--- config.mk ---
export PLATFORM = sky130hd
export DESIGN_NAME = elg_irq_groups
export DESIGN_NICKNAME = d
export VERILOG_FILES = /design/src/shared/elg_pkg.sv /design/src/logic/elg_sync_edge.sv /design/src/logic/elg_irq_groups.sv
export VERILOG_INCLUDE_DIRS = /design/src /design/src/shared
export SDC_FILE = /design/constraint.sdc
export NUM_CORES = 1
export LEC_CHECK = 0
export ABC_AREA = 1
export BUFFER_PORTS_ARGS = -buffer_cell sky130_fd_sc_hd__buf_2
export CELL_PAD_IN_SITES_DETAIL_PLACEMENT = 1
export CELL_PAD_IN_SITES_GLOBAL_PLACEMENT = 2
export CORE_MARGIN = 2
export CORE_UTILIZATION = 30
export CTS_CLUSTER_SIZE = 10
export DETAILED_ROUTE_END_ITERATION = 10
export PLACE_DENSITY = 0.81
export SLEW_MARGIN = 40
export SYNTH_ARGS = -nofsm -noshare
export SYNTH_HDL_FRONTEND = slang
export SYNTH_HIERARCHICAL = 1
export SYNTH_SLANG_ARGS = --single-unit
export TNS_END_PERCENT = 20
--- constraint.sdc ---
create_clock -name core_clk -period 3.2 [get_ports core_clk]
set_clock_uncertainty 0.1 [all_clocks]
set_input_delay 0.16 -clock core_clk [delete_from_list [all_inputs] [get_ports core_clk]]
set_output_delay 0.16 -clock core_clk [all_outputs]
set_load 0.05 [all_outputs]
--- src/shared/elg_map.svh ---
/*
  Offsets, field positions and reset values of the eight-level interrupt group block.
  Assumes a 32-bit AXI4-Lite slave with 8-bit byte addresses, one aligned word per register.
*/
`ifndef ELG_MAP_SVH
`define ELG_MAP_SVH

// ==========================================================================
// Register offsets
`define ELG_G1_CMD_OFS 8'h00
`define ELG_G1_DATA_OFS 8'h04
`define ELG_G2_CMD_OFS 8'h08
`define ELG_G2_DATA_OFS 8'h0C
`define ELG_ARM_OFS 8'h10
`define ELG_SVC_CLR_OFS 8'h14
`define ELG_ACK_STAT_OFS 8'h18

// ==========================================================================
// Fields and reset values
`define ELG_OP_MSB 7
`define ELG_OP_LSB 3
`define ELG_SEL_MSB 2
`define ELG_SOFT_RESET_CMD 8'h00
`define ELG_MASK_RESET 8'hFF
`define ELG_BYTE_ZERO 8'h00
`define ELG_BYTE_ONES 8'hFF
`define ELG_RESP_OKAY 2'b00
`define ELG_RESP_SLVERR 2'b10

`endif

--- src/shared/elg_pkg.sv ---
/*
  Types shared by the interrupt group block.
  Assumes nothing beyond a SystemVerilog compiler.
*/
package elg_pkg;

  typedef struct packed {
    logic [7:0] in_service_reg;
    logic [7:0] auto_clear_select_reg;
    logic [7:0] request_mask_reg;
    logic [7:0] request_latch_reg;
  } elg_group_t;

  typedef struct packed {
    logic valid;
    logic group;
    logic [2:0] level;
  } elg_ack_t;

  typedef enum logic [4:0] {
    ELG_OP_CLR_BOTH_ALL = 5'b00010,
    ELG_OP_CLR_BOTH_ONE = 5'b00011,
    ELG_OP_UNMASK_ALL = 5'b00100,
    ELG_OP_UNMASK_ONE = 5'b00101,
    ELG_OP_MASK_ALL = 5'b00110,
    ELG_OP_MASK_ONE = 5'b00111,
    ELG_OP_DROP_ALL = 5'b01000,
    ELG_OP_DROP_ONE = 5'b01001,
    ELG_OP_RAISE_ALL = 5'b01010,
    ELG_OP_RAISE_ONE = 5'b01011
  } elg_op_t;

  typedef enum logic [1:0] {
    ELG_ACK_IDLE = 2'b00,
    ELG_ACK_GRANT = 2'b01,
    ELG_ACK_PASS = 2'b10
  } elg_ack_state_t;

endpackage

--- src/logic/elg_sync_edge.sv ---
/*
  Three-stage synchroniser with a filtered level and a rising-edge pulse.
  Assumes an input asynchronous to core_clk.
*/
`timescale 1ns/1ps
module elg_sync_edge (
  input wire logic core_clk,
  input wire logic rst_n,
  input wire logic pin,
  output logic level,
  output logic rise
);
  logic s1;
  logic s2;
  logic s3;

  // ==========================================================================
  // Stages
  // A change counts only once the second and third stages agree.
  always_ff @(posedge core_clk or negedge rst_n) begin
    if (!rst_n) begin
      s1 <= 1'b0;
      s2 <= 1'b0;
      s3 <= 1'b0;
    end else begin
      s1 <= pin;
      s2 <= s1;
      s3 <= s2;
    end
  end

  always_ff @(posedge core_clk or negedge rst_n) begin
    if (!rst_n) begin
      level <= 1'b0;
      rise <= 1'b0;
    end else begin
      if (s2 == s3) begin
        level <= s3;
      end
      rise <= (s2 == s3) && s3 && !level;
    end
  end
endmodule // elg_sync_edge

--- src/logic/elg_irq_groups.sv ---
/*
  Two eight-level interrupt groups behind an AXI4-Lite slave, with an acknowledge chain.
  Assumes request pins and the acknowledge pin are asynchronous to core_clk.
*/
`timescale 1ns/1ps
`include "elg_map.svh"
module elg_irq_groups (
  input wire logic core_clk,
  input wire logic rst_n,
  input wire logic [15:0] irq_in,
  input wire logic ack_chain_input_n,
  output logic group_request_output,
  output logic ack_chain_pass,
  output elg_pkg::elg_ack_t ack_answer,
  input wire logic [7:0] s_axi_awaddr,
  input wire logic s_axi_awvalid,
  output logic s_axi_awready,
  input wire logic [31:0] s_axi_wdata,
  input wire logic [3:0] s_axi_wstrb,
  input wire logic s_axi_wvalid,
  output logic s_axi_wready,
  output logic [1:0] s_axi_bresp,
  output logic s_axi_bvalid,
  input wire logic s_axi_bready,
  input wire logic [7:0] s_axi_araddr,
  input wire logic s_axi_arvalid,
  output logic s_axi_arready,
  output logic [31:0] s_axi_rdata,
  output logic [1:0] s_axi_rresp,
  output logic s_axi_rvalid,
  input wire logic s_axi_rready
);

  // ==========================================================================
  // Declarations
  elg_pkg::elg_group_t grp [2];
  elg_pkg::elg_group_t next_grp [2];
  elg_pkg::elg_ack_state_t ack_state;
  elg_pkg::elg_ack_state_t next_ack_state;
  logic [1:0] group_arm_bit;
  logic [1:0] eff_arm;
  logic [15:0] irq_rise;
  logic [15:0] service_all;
  logic [15:0] fenced;
  logic [15:0] cand;
  logic [3:0] pick;
  logic ack_level;
  logic ack_start;
  logic grant;
  logic aw_full;
  logic w_full;
  logic [7:0] aw_addr;
  logic [31:0] w_data;
  logic [3:0] w_strb;
  logic do_wr;
  logic wr_hit;
  logic [1:0] wr_cmd;
  logic [1:0] wr_data;
  logic [1:0] soft_rst;
  logic rd_hit;
  logic [31:0] rd_word;

  // ==========================================================================
  // Input synchronisers
  genvar gi;
  generate
    for (gi = 0; gi < 16; gi++) begin : g_irq
      elg_sync_edge u_irq (
        .core_clk(core_clk),
        .rst_n(rst_n),
        .pin(irq_in[gi]),
        .level(),
        .rise(irq_rise[gi])
      );
    end
  endgenerate

  // The acknowledge pin is active low; it is inverted ahead of the first stage.
  elg_sync_edge u_ack (
    .core_clk(core_clk),
    .rst_n(rst_n),
    .pin(!ack_chain_input_n),
    .level(ack_level),
    .rise(ack_start)
  );

  // ==========================================================================
  // Command decoder
  function automatic elg_pkg::elg_group_t apply_cmd(input elg_pkg::elg_group_t g, input logic [7:0] c);
    elg_pkg::elg_group_t r;
    logic [7:0] one;
    r = g;
    one = 8'h01 << c[`ELG_SEL_MSB:0];
    if (c == `ELG_SOFT_RESET_CMD) begin
      r.request_mask_reg = `ELG_MASK_RESET;
      r.request_latch_reg = `ELG_BYTE_ZERO;
      r.in_service_reg = `ELG_BYTE_ZERO;
      r.auto_clear_select_reg = `ELG_BYTE_ZERO;
    end else begin
      case (elg_pkg::elg_op_t'(c[`ELG_OP_MSB:`ELG_OP_LSB]))
        elg_pkg::ELG_OP_CLR_BOTH_ALL: begin
          r.request_mask_reg = `ELG_BYTE_ZERO;
          r.request_latch_reg = `ELG_BYTE_ZERO;
        end
        elg_pkg::ELG_OP_CLR_BOTH_ONE: begin
          r.request_mask_reg = g.request_mask_reg & ~one;
          r.request_latch_reg = g.request_latch_reg & ~one;
        end
        elg_pkg::ELG_OP_UNMASK_ALL: begin
          r.request_mask_reg = `ELG_BYTE_ZERO;
        end
        elg_pkg::ELG_OP_UNMASK_ONE: begin
          r.request_mask_reg = g.request_mask_reg & ~one;
        end
        elg_pkg::ELG_OP_MASK_ALL: begin
          r.request_mask_reg = `ELG_BYTE_ONES;
        end
        elg_pkg::ELG_OP_MASK_ONE: begin
          r.request_mask_reg = g.request_mask_reg | one;
        end
        elg_pkg::ELG_OP_DROP_ALL: begin
          r.request_latch_reg = `ELG_BYTE_ZERO;
        end
        elg_pkg::ELG_OP_DROP_ONE: begin
          r.request_latch_reg = g.request_latch_reg & ~one;
        end
        elg_pkg::ELG_OP_RAISE_ALL: begin
          r.request_latch_reg = `ELG_BYTE_ONES;
        end
        elg_pkg::ELG_OP_RAISE_ONE: begin
          r.request_latch_reg = g.request_latch_reg | one;
        end
        default: begin
          r = g;
        end
      endcase
    end
    return r;
  endfunction

  // ==========================================================================
  // Priority and fencing
  // Index 0 is group one level 0, the highest; index 15 is group two level 7.
  assign eff_arm[0] = group_arm_bit[0];
  assign eff_arm[1] = group_arm_bit[0] & group_arm_bit[1];
  assign service_all = {grp[1].in_service_reg, grp[0].in_service_reg};

  // A set service bit blocks its own level and every lower one, across both groups.
  always_comb begin
    fenced[0] = service_all[0];
    for (int i = 1; i < 16; i++) begin
      fenced[i] = fenced[i-1] | service_all[i];
    end
  end

  // Only levels above the highest service bit stay open, so a higher request nests.
  always_comb begin
    for (int g = 0; g < 2; g++) begin
      cand[g*8 +: 8] = grp[g].request_latch_reg & ~grp[g].request_mask_reg
        & {8{eff_arm[g]}} & ~fenced[g*8 +: 8];
    end
  end

  always_comb begin
    pick = 4'h0;
    for (int i = 15; i >= 0; i--) begin
      if (cand[i]) begin
        pick = 4'(i);
      end
    end
  end

  // ==========================================================================
  // Acknowledge sequence
  // Candidates are those latched before the synchronised acknowledge edge.
  assign grant = (ack_state == elg_pkg::ELG_ACK_IDLE) && ack_start && (|cand);

  always_comb begin
    next_ack_state = ack_state;
    case (ack_state)
      elg_pkg::ELG_ACK_IDLE: begin
        if (ack_start) begin
          next_ack_state = (|cand) ? elg_pkg::ELG_ACK_GRANT : elg_pkg::ELG_ACK_PASS;
        end
      end
      elg_pkg::ELG_ACK_GRANT,
      elg_pkg::ELG_ACK_PASS: begin
        if (!ack_level) begin
          next_ack_state = elg_pkg::ELG_ACK_IDLE;
        end
      end
      default: begin
        next_ack_state = elg_pkg::ELG_ACK_IDLE;
      end
    endcase
  end

  always_ff @(posedge core_clk or negedge rst_n) begin
    if (!rst_n) begin
      ack_state <= elg_pkg::ELG_ACK_IDLE;
    end else begin
      ack_state <= next_ack_state;
    end
  end

  // The answer holds the chosen group and level until the processor releases acknowledge.
  always_ff @(posedge core_clk or negedge rst_n) begin
    if (!rst_n) begin
      ack_answer <= '0;
      ack_chain_pass <= 1'b0;
    end else begin
      if (grant) begin
        ack_answer.valid <= 1'b1;
        ack_answer.group <= pick[3];
        ack_answer.level <= pick[2:0];
      end else if (next_ack_state == elg_pkg::ELG_ACK_IDLE) begin
        ack_answer.valid <= 1'b0;
      end
      ack_chain_pass <= (next_ack_state == elg_pkg::ELG_ACK_PASS);
    end
  end

  // ==========================================================================
  // Group state
  // Order within one cycle: command, service clear, grant, then new edges, so a set wins.
  always_comb begin
    for (int g = 0; g < 2; g++) begin
      next_grp[g] = grp[g];
      if (wr_cmd[g]) begin
        next_grp[g] = apply_cmd(grp[g], w_data[7:0]);
      end
      if (wr_data[g]) begin
        next_grp[g].auto_clear_select_reg = w_data[7:0];
      end
      if (do_wr && wr_hit && (aw_addr == `ELG_SVC_CLR_OFS) && w_strb[g]) begin
        next_grp[g].in_service_reg = next_grp[g].in_service_reg & ~w_data[g*8 +: 8];
      end
      if (grant && (pick[3] == 1'(g))) begin
        next_grp[g].request_latch_reg[pick[2:0]] = 1'b0;
        if (!grp[g].auto_clear_select_reg[pick[2:0]]) begin
          next_grp[g].in_service_reg[pick[2:0]] = 1'b1;
        end
      end
      next_grp[g].request_latch_reg = next_grp[g].request_latch_reg | irq_rise[g*8 +: 8];
    end
  end

  always_ff @(posedge core_clk or negedge rst_n) begin
    if (!rst_n) begin
      for (int g = 0; g < 2; g++) begin
        grp[g] <= '{in_service_reg: `ELG_BYTE_ZERO, auto_clear_select_reg: `ELG_BYTE_ZERO,
                    request_mask_reg: `ELG_MASK_RESET, request_latch_reg: `ELG_BYTE_ZERO};
      end
    end else begin
      for (int g = 0; g < 2; g++) begin
        grp[g] <= next_grp[g];
      end
    end
  end

  // Arming never writes the mask, so re-arming restores the old pattern.
  always_ff @(posedge core_clk or negedge rst_n) begin
    if (!rst_n) begin
      group_arm_bit <= 2'b00;
    end else begin
      for (int g = 0; g < 2; g++) begin
        if (soft_rst[g]) begin
          group_arm_bit[g] <= 1'b0;
        end else if (do_wr && wr_hit && (aw_addr == `ELG_ARM_OFS) && w_strb[0]) begin
          group_arm_bit[g] <= w_data[g];
        end
      end
    end
  end

  // Registered request; it follows the candidates one edge later.
  always_ff @(posedge core_clk or negedge rst_n) begin
    if (!rst_n) begin
      group_request_output <= 1'b0;
    end else begin
      group_request_output <= |cand;
    end
  end

  // ==========================================================================
  // AXI4-Lite write channel
  assign s_axi_awready = !aw_full && !s_axi_bvalid;
  assign s_axi_wready = !w_full && !s_axi_bvalid;
  assign do_wr = aw_full && w_full && !s_axi_bvalid;

  always_comb begin
    case (aw_addr)
      `ELG_G1_CMD_OFS, `ELG_G1_DATA_OFS, `ELG_G2_CMD_OFS, `ELG_G2_DATA_OFS,
      `ELG_ARM_OFS, `ELG_SVC_CLR_OFS, `ELG_ACK_STAT_OFS: wr_hit = 1'b1;
      default: wr_hit = 1'b0;
    endcase
  end

  // Commands take only the low byte lane.
  assign wr_cmd[0] = do_wr && (aw_addr == `ELG_G1_CMD_OFS) && w_strb[0];
  assign wr_cmd[1] = do_wr && (aw_addr == `ELG_G2_CMD_OFS) && w_strb[0];
  assign wr_data[0] = do_wr && (aw_addr == `ELG_G1_DATA_OFS) && w_strb[0];
  assign wr_data[1] = do_wr && (aw_addr == `ELG_G2_DATA_OFS) && w_strb[0];
  assign soft_rst[0] = wr_cmd[0] && (w_data[7:0] == `ELG_SOFT_RESET_CMD);
  assign soft_rst[1] = wr_cmd[1] && (w_data[7:0] == `ELG_SOFT_RESET_CMD);

  always_ff @(posedge core_clk or negedge rst_n) begin
    if (!rst_n) begin
      aw_full <= 1'b0;
      aw_addr <= 8'h00;
    end else if (s_axi_awvalid && s_axi_awready) begin
      aw_full <= 1'b1;
      aw_addr <= s_axi_awaddr;
    end else if (do_wr) begin
      aw_full <= 1'b0;
    end
  end

  always_ff @(posedge core_clk or negedge rst_n) begin
    if (!rst_n) begin
      w_full <= 1'b0;
      w_data <= 32'h0000_0000;
      w_strb <= 4'h0;
    end else if (s_axi_wvalid && s_axi_wready) begin
      w_full <= 1'b1;
      w_data <= s_axi_wdata;
      w_strb <= s_axi_wstrb;
    end else if (do_wr) begin
      w_full <= 1'b0;
    end
  end

  always_ff @(posedge core_clk or negedge rst_n) begin
    if (!rst_n) begin
      s_axi_bvalid <= 1'b0;
      s_axi_bresp <= `ELG_RESP_OKAY;
    end else if (do_wr) begin
      s_axi_bvalid <= 1'b1;
      s_axi_bresp <= wr_hit ? `ELG_RESP_OKAY : `ELG_RESP_SLVERR;
    end else if (s_axi_bready) begin
      s_axi_bvalid <= 1'b0;
    end
  end

  // ==========================================================================
  // AXI4-Lite read channel
  // Command ports and the service clear port are write-only and read as zero.
  assign s_axi_arready = !s_axi_rvalid;

  always_comb begin
    rd_hit = 1'b1;
    rd_word = 32'h0000_0000;
    case (s_axi_araddr)
      `ELG_G1_CMD_OFS, `ELG_G2_CMD_OFS, `ELG_SVC_CLR_OFS: rd_word = 32'h0000_0000;
      `ELG_G1_DATA_OFS: rd_word = grp[0];
      `ELG_G2_DATA_OFS: rd_word = grp[1];
      `ELG_ARM_OFS: rd_word = {30'h0000_0000, group_arm_bit};
      `ELG_ACK_STAT_OFS: rd_word = {22'h00_0000, ack_state, group_request_output, ack_chain_pass,
                                    1'b0, ack_answer};
      default: rd_hit = 1'b0;
    endcase
  end

  always_ff @(posedge core_clk or negedge rst_n) begin
    if (!rst_n) begin
      s_axi_rvalid <= 1'b0;
      s_axi_rdata <= 32'h0000_0000;
      s_axi_rresp <= `ELG_RESP_OKAY;
    end else if (s_axi_arvalid && s_axi_arready) begin
      s_axi_rvalid <= 1'b1;
      s_axi_rdata <= rd_word;
      s_axi_rresp <= rd_hit ? `ELG_RESP_OKAY : `ELG_RESP_SLVERR;
    end else if (s_axi_rready) begin
      s_axi_rvalid <= 1'b0;
    end
  end
endmodule // elg_irq_groups

==> metrics, run 1 <==
status=complete, no violations; commonest register cell after synthesis=dfrtp_1; RD Place Congestion=roughly 0.9; Yosys top cell by area=dfrtp_1; Post-Place Worst Slack=about 66 ps; leakage=about 0.0065 µW; Final #Nets=1453; Synth top area share=0.5107; Slew Limit Fails=0; Req. time, crit path=about 3500 ps; combinational family with the most area after synthesis=simple AND/OR/NAND/NOR gates; setup_tns=0 ps; hold path start=s_axi_awvalid; pwr dens=599.5 nW/µm²; worst setup path startpoint=grp[60]$_DFF_PN0_; Least-Margin Pin Slew=between 700 and 800 ps; Final Hold Viols=0; Comb pwr share=0.197; Area growth syn-to-layout=28.41%; routed wl met3=1152 µm; GRT overflow=0; Synth cell types=44; share of cells above drive strength 1=0.2047; vias in the first global route=9405; Layout Utilization=0.3903; net switching power=2500 µW; switch share=0.3187; Vias=8898; RSZ-0062 raised after global routing=true; Reg area=5625 µm²; Int Power=5346 µW; ys async rst share=1.000; post-synthesis simple-gate area fraction=0.2146; Yosys reg bits=224; Final Setup Violations=0; Clock Latency Late Sink=550 ps; cts bufs inserted=28; Initial Util=0.3040; number of antenna violations at the first check in global routing=0; Synth area leaders=dfrtp_1 (51%), nand2_1 (9.0%), inv_1 (5.8%); Worst Path Max Fanout=8; first-pass GRT wire length=~52000 µm; Final Cell Area=13090 µm²; Syn Inst Count=1148; crit end category=register; chip height=188.3 µm; drt wl/cell=18.17 µm; Avg Inst Size Synth=8.878 µm²; worst hold path class=input port to register; final worst slack=126.8 ps; Reg clk slew, reported paths=60 ps; DP Wirelength=between 20000 and 25000 µm; Die Width=188.3 µm; Total Routing Usage GR=0.1857; met2 wire len=16070 µm; FILL cells=approximately 3900; initial DRC count=451; dpl cell area=about 12000 µm²; top sig layer=met4; largest net degree at the start of global routing=77; fin crit share=0.9604; root buf cell=clkbuf_16; clock sink total=224; Post-Synth XOR/XNOR Area=0; CTS tree=built; Setup CP Type=register to register; Post-Synth Adder-Cell Area=0.02332; Worst R2R Start=grp[60]$_DFF_PN0_; fmax=0.3254 GHz; Clock Power Share=0.366; sequential share of power=0.437; diode count=0; mapped cell area=10190 µm²; post-synthesis compound-gate area fraction=0.1225; maximum buffer depth of the clock tree=3; die area=35460 µm²; multi-input logic area=4005 µm²; maxcap violations=0; Antenna Nets Post-Route=0; peak supply drop=0.0003926 V; Worst Setup Start Kind=register; htree depth=1; drt first pass iters=5; aggregate routed wire length=33090 µm; area of the core=33530 µm²; Seq/Total Area, Yosys=0.5519; Site Rows=67; Tmin final=slightly above 3000 ps; I/O pin cnt=around 120; detailed-route DRC error count=0; synth warn=6; drt via density=4.886; Slew HR=0.5211; WL met1=14850 µm; mux contribution to synthesized area=0.01547; Worst Path Arrival=3410 ps; Post-synth EDFFs=0; IO buf count=103
[logic make-up after synthesis]
| logic type | after synthesis |
|---|---|
| mux | 14 |
| fa+ha+maj | 19 |
| compound gates | 206 |
| other cells | 1 |
| buf+inv | 191 |
| flops | 224 |
| simple gates | 493 |
[timing repair]
item                                    CTS  global route
hold buffers                             49             0
resized for setup                         0            36
endpoints found under the setup margin    0            31
buffers inserted                          0             8
endpoints found under the hold margin   119             0
[layout by cell type (no fill, tap or decap), types with 13 or more instances in the layout]
master         count
nand3_1           46
o21bai_1          15
inv_1            156
dfstp_2           16
nand4_1           25
ha_1              19
a21oi_1           66
o22ai_1           21
nand2_1          240
nand3_2           13
buf_4             45
o21ai_0           52
o221ai_1          17
clkbuf_16         28
mux2_2            14
buf_2            102
nor2_1           106
dfrtp_1          208
dlygate4sd3_1     49
nor3_1            16
[synth_stat cells, drive strengths merged, types with 15 or more instances]
cell type and count:
nor3 17, o221ai 17, o22ai 21, dfrtp 208, ha 19, nand4 27, nand2 251, nor2 126
nand3 59, o21ai 55, a21oi 67, dfstp 16, inv 162, o21bai 15, clkbuf 20
[critical path, stage by stage, from the launching register on]
cell     delay (ps)
dfrtp_1         420
nor2_2          150
nand4_4         130
nor2_4          170
nand4_4         130
nor2_4          160
nand4_1         120
nand2_1         110
inv_1            70
nand2_1         110
a21oi_1          90
nor2_2          220
inv_2           100
nor2_1          160
buf_4           170
nand4_1         110
nand2_1         130
nor2_4           50
buf_12          130
nand3_2          60
nand2_1          50
[per-stage QoR]
stage                     cells  hold slack [ps]  total power, µW
final                      1821            45.20             7846
after global placement     1719            80.79             4870
after floorplan            1149           -235.6             4371
after global routing       1821            75.20             8242
after CTS                  1813            36.65             7880
after detailed placement   1719            89.62             4927
[power groups by stage]
stage / registers [µW] / logic [µW] / clock network [µW]
after detailed placement: 3470 / 1450 / 0
after floorplan: 3460 / 914 / 0
after CTS: 3430 / 1500 / 2950
after global routing: 3470 / 1700 / 3070
after global placement: 3460 / 1410 / 0
final: 3430 / 1540 / 2880
[flip-flops by register name, indices dropped and copies added (netlist names), 5 cells and up]
signal	cells
ack_answer	5
g_irq.u_irq/level	16
g_irq.u_irq/s1	16
s_axi_rdata	32
aw_addr	8
g_irq.u_irq/rise	16
grp	63
g_irq.u_irq/s3	16
g_irq.u_irq/s2	16
w_data	16
[layout make-up]
class / instances / area share
clock buffers: 40 / 0.06004
clock inverters: 5 / 0.002772
inverters: 167 / 0.04790
multi-input cells: 734 / 0.3060
flip-flops and latches: 224 / 0.4298
well taps: 448 / 0.04283
repair buffers: 203 / 0.1106
[per-layer routing]
layer / vias up / track usage
met5: - / 0
met4: 0 / 0.06040
met3: 58 / 0.02272
met2: 189 / 0.3192
met1: 4441 / 0.2436
li1: 4210 / -
[path summary, 6_finish.rpt]
check                      slack (ps)                        endpoint  depth (start not counted)
max                               130               grp[30]$_DFF_PN0_                         20
min                                50             aw_full$_DFFE_PN0P_                          3
max reg2reg                       130               grp[30]$_DFF_PN0_                         20
min reg2reg                       240     g_irq[3].u_irq/s2$_DFF_PN0_                          0
max in group asynchronous        1950  g_irq[12].u_irq/rise$_DFF_PN0_                          3
min in group asynchronous          90           w_data[9]$_DFFE_PN0P_                          2
No activity file was read; power rests on OpenSTA's default activity.
==> run 2, diff against run 1 <==
--- a/config.mk
+++ b/config.mk
@@ -14,10 +14,9 @@
 export CORE_UTILIZATION = 30
 export CTS_CLUSTER_SIZE = 10
 export DETAILED_ROUTE_END_ITERATION = 10
-export PLACE_DENSITY = 0.81
+export PLACE_DENSITY = 0.8
 export SLEW_MARGIN = 40
 export SYNTH_ARGS = -nofsm -noshare
 export SYNTH_HDL_FRONTEND = slang
-export SYNTH_HIERARCHICAL = 1
 export SYNTH_SLANG_ARGS = --single-unit
 export TNS_END_PERCENT = 20
==> metrics, run 2 <==
status=complete, no violations; I/O pin cnt=124; pwr dens=608.3 nW/µm²; Die Width=186.7 µm; Worst Path Arrival=roughly 3500 ps; Seq/Total Area, Yosys=0.5620; mapped cell area=approximately 10000 µm²; Synth top area share=0.5200; synth warn=0; commonest register cell after synthesis=dfrtp_1; Final Cell Area=12960 µm²; diode count=0; Slew Limit Fails=0; most frequent cells in the layout=dfrtp_1 (208), nand2_1 (183), inv_1 (146); chip height=186.7 µm; Req. time, crit path=3530 ps; die area=~35000 µm²; largest net degree at the start of global routing=just under 90; Least-Margin Pin Slew=888.6 ps; Total Routing Usage GR=0.1809; synth cell count leaders=dfrtp_1 (208), nand2_1 (187), inv_1 (148); most common cell after layout, fill and taps aside=dfrtp_1; register name with the most flops=grp; max reg flops=63; initial DRC count=408; Area growth syn-to-layout=29.49%; drt wl/cell=~19 µm; htree depth=1; peak supply drop=0.0004400 V; area of the core=32700 µm²; worst setup path startpoint=grp[57]$_DFF_PN0_; fmax=0.3156 GHz; ys async rst share=1.000; fin crit share=0.9902; Finished Layout Cells=1726; leakage=0.006301 µW; Hold WS=25.47 ps; maximum buffer depth of the clock tree=3; final worst slack=roughly 31 ps; worst hold path class=input port to register; drt via density=between 4 and 5; dpl cell area=11300 µm²; first-pass GRT wire length=between 40000 and 50000 µm; DP Wirelength=23320 µm; Setup CP Type=register to register; Site Rows=66; Slew HR=0.4049; Worst Path Max Fanout=8; hold path start=s_axi_awvalid; Initial Util=0.3061; RSZ-0062 raised after global routing=true; Synth area leaders=dfrtp_1 (52%), nand2_1 (7.0%), inv_1 (5.5%); number of antenna violations at the first check in global routing=0; Final Setup Violations=0; Avg Inst Size Synth=9.470 µm²; drt first pass iters=4; largest registers=grp: 63 flops, s_axi_rdata: 32 flops; aggregate routed wire length=31950 µm; crit end category=register; Total Power=7885 µW; Tmin final=3169 ps; IO buf count=slightly above 100; Yosys reg bits=224; cts bufs inserted=28; Final #Nets=1367; CTS tree=built; RD Place Congestion=0.9016; detailed-route DRC error count=0; Post-Place Worst Slack=9.928 ps; vias in the first global route=~9000; Vias=8363; Post-synth EDFFs=0; Syn Inst Count=1057; Reg clk slew, reported paths=about 60 ps; share of cells above drive strength 1=0.2352; Antenna Nets Post-Route=0; clock sink total=224; Synth cell types=46; dpl cells=1620; Worst R2R Start=grp[57]$_DFF_PN0_; maxcap violations=0; GRT overflow=0; cell with the most instances after synthesis=dfrtp_1; Clock Latency Late Sink=550 ps; Worst Setup Start Kind=register; Final Hold Viols=0; root buf cell=clkbuf_16; Yosys top cell by area=dfrtp_1
run 2: cell count changes in the layout (fill, tap and decap cells not counted), moves of 6 or more:
cell	before	now
o21ai_0	52	35
nand2_1	240	183
nand3_2	13	19
a22oi_1	8	16
nand4_1	25	16
mux2_2	14	33
a21oi_1	66	56
nor2_1	106	87
nand3_1	46	37
o22ai_1	21	36
inv_1	156	146
run 2: logic make-up (layout without fill, tap and decap cells):
group	after synthesis	in the layout	synth area share
fa+ha+maj	19	19	0.02375
flops	224	224	0.5620
simple gates	405	405	0.1819
compound gates	204	204	0.1285
other cells	1	2	0.0003746
buf+inv	171	397	0.06637
mux	33	33	0.03713
run 2: worst paths after layout:
path | end | slack, ps | cells past startpoint
worst max register to register | grp[31]$_DFF_PN0_ | 30 | 22
worst min register to register | g_irq[4].u_irq.s2$_DFF_PN0_ | 250 | 0
min in group asynchronous | aw_addr[0]$_DFFE_PN0P_ | 100 | 2
worst max-delay path | grp[31]$_DFF_PN0_ | 30 | 22
max in group asynchronous | grp[23]$_DFFE_PN0P_ | 1980 | 3
worst min-delay path | aw_full$_DFFE_PN0P_ | 30 | 3
run 2: cell type report:
type | count | area, µm²
fill | 3816 | 19740
sequential | 224 | 5625
multi-input combinational | 663 | 3919
timing repair buffer | 203 | 1460
clock buffer | 37 | 764.5
inverter | 152 | 583.1
tap | 442 | 553.0
clock inverter | 5 | 56.30
run 2: metal layers:
metal | track usage | wire length, µm | vias up
met3 | 0.02595 | 1268 | 47
met2 | 0.3071 | 15330 | 176
met1 | 0.2435 | 14550 | 4168
li1 | - | - | 3972
met4 | 0.04426 | 809 | 0
met5 | 0 | 0 | -
run 2: through the flow:
step | setup TNS, ps | util
2_1_floorplan | 0 | -
3_3_place_gp | 0 | 0.3453
3_5_place_dp | 0 | 0.3454
4_1_cts | 0 | 0.3857
5_1_grt | -3169 | 0.3964
6_report | 0 | 0.3964
run 2: what timing repair did:
action                                  4_1_cts  5_1_grt
pin swaps                                     0       21
endpoints found under the hold margin       130        0
endpoints found under the setup margin        7       30
hold buffers                                 49        0
setup buffers                                 0       15
resized for setup                             1       50
run 2: critical path: stages (launching register included):
cell	delay, ps
dfrtp_1	410
nor2_2	150
nand4_2	160
nor2_4	180
buf_4	130
nand3_1	70
nor4_2	140
inv_1	80
and2_1	150
o21ai_1	70
nand2_1	70
nand2_1	80
a21oi_1	80
nor2_2	150
buf_4	140
inv_1	70
nor2_4	270
nand4_1	130
nand2_1	120
nor2_4	50
buf_12	140
nand3_2	60
nand2_1	60
run 2: where the power goes:
part           total, µW  switching (µW)  internal, µW  leakage, µW
Combinational       1600            1060           543      0.00317
Clock               2840            1190          1660     0.000397
Sequential          3440             263          3170      0.00273
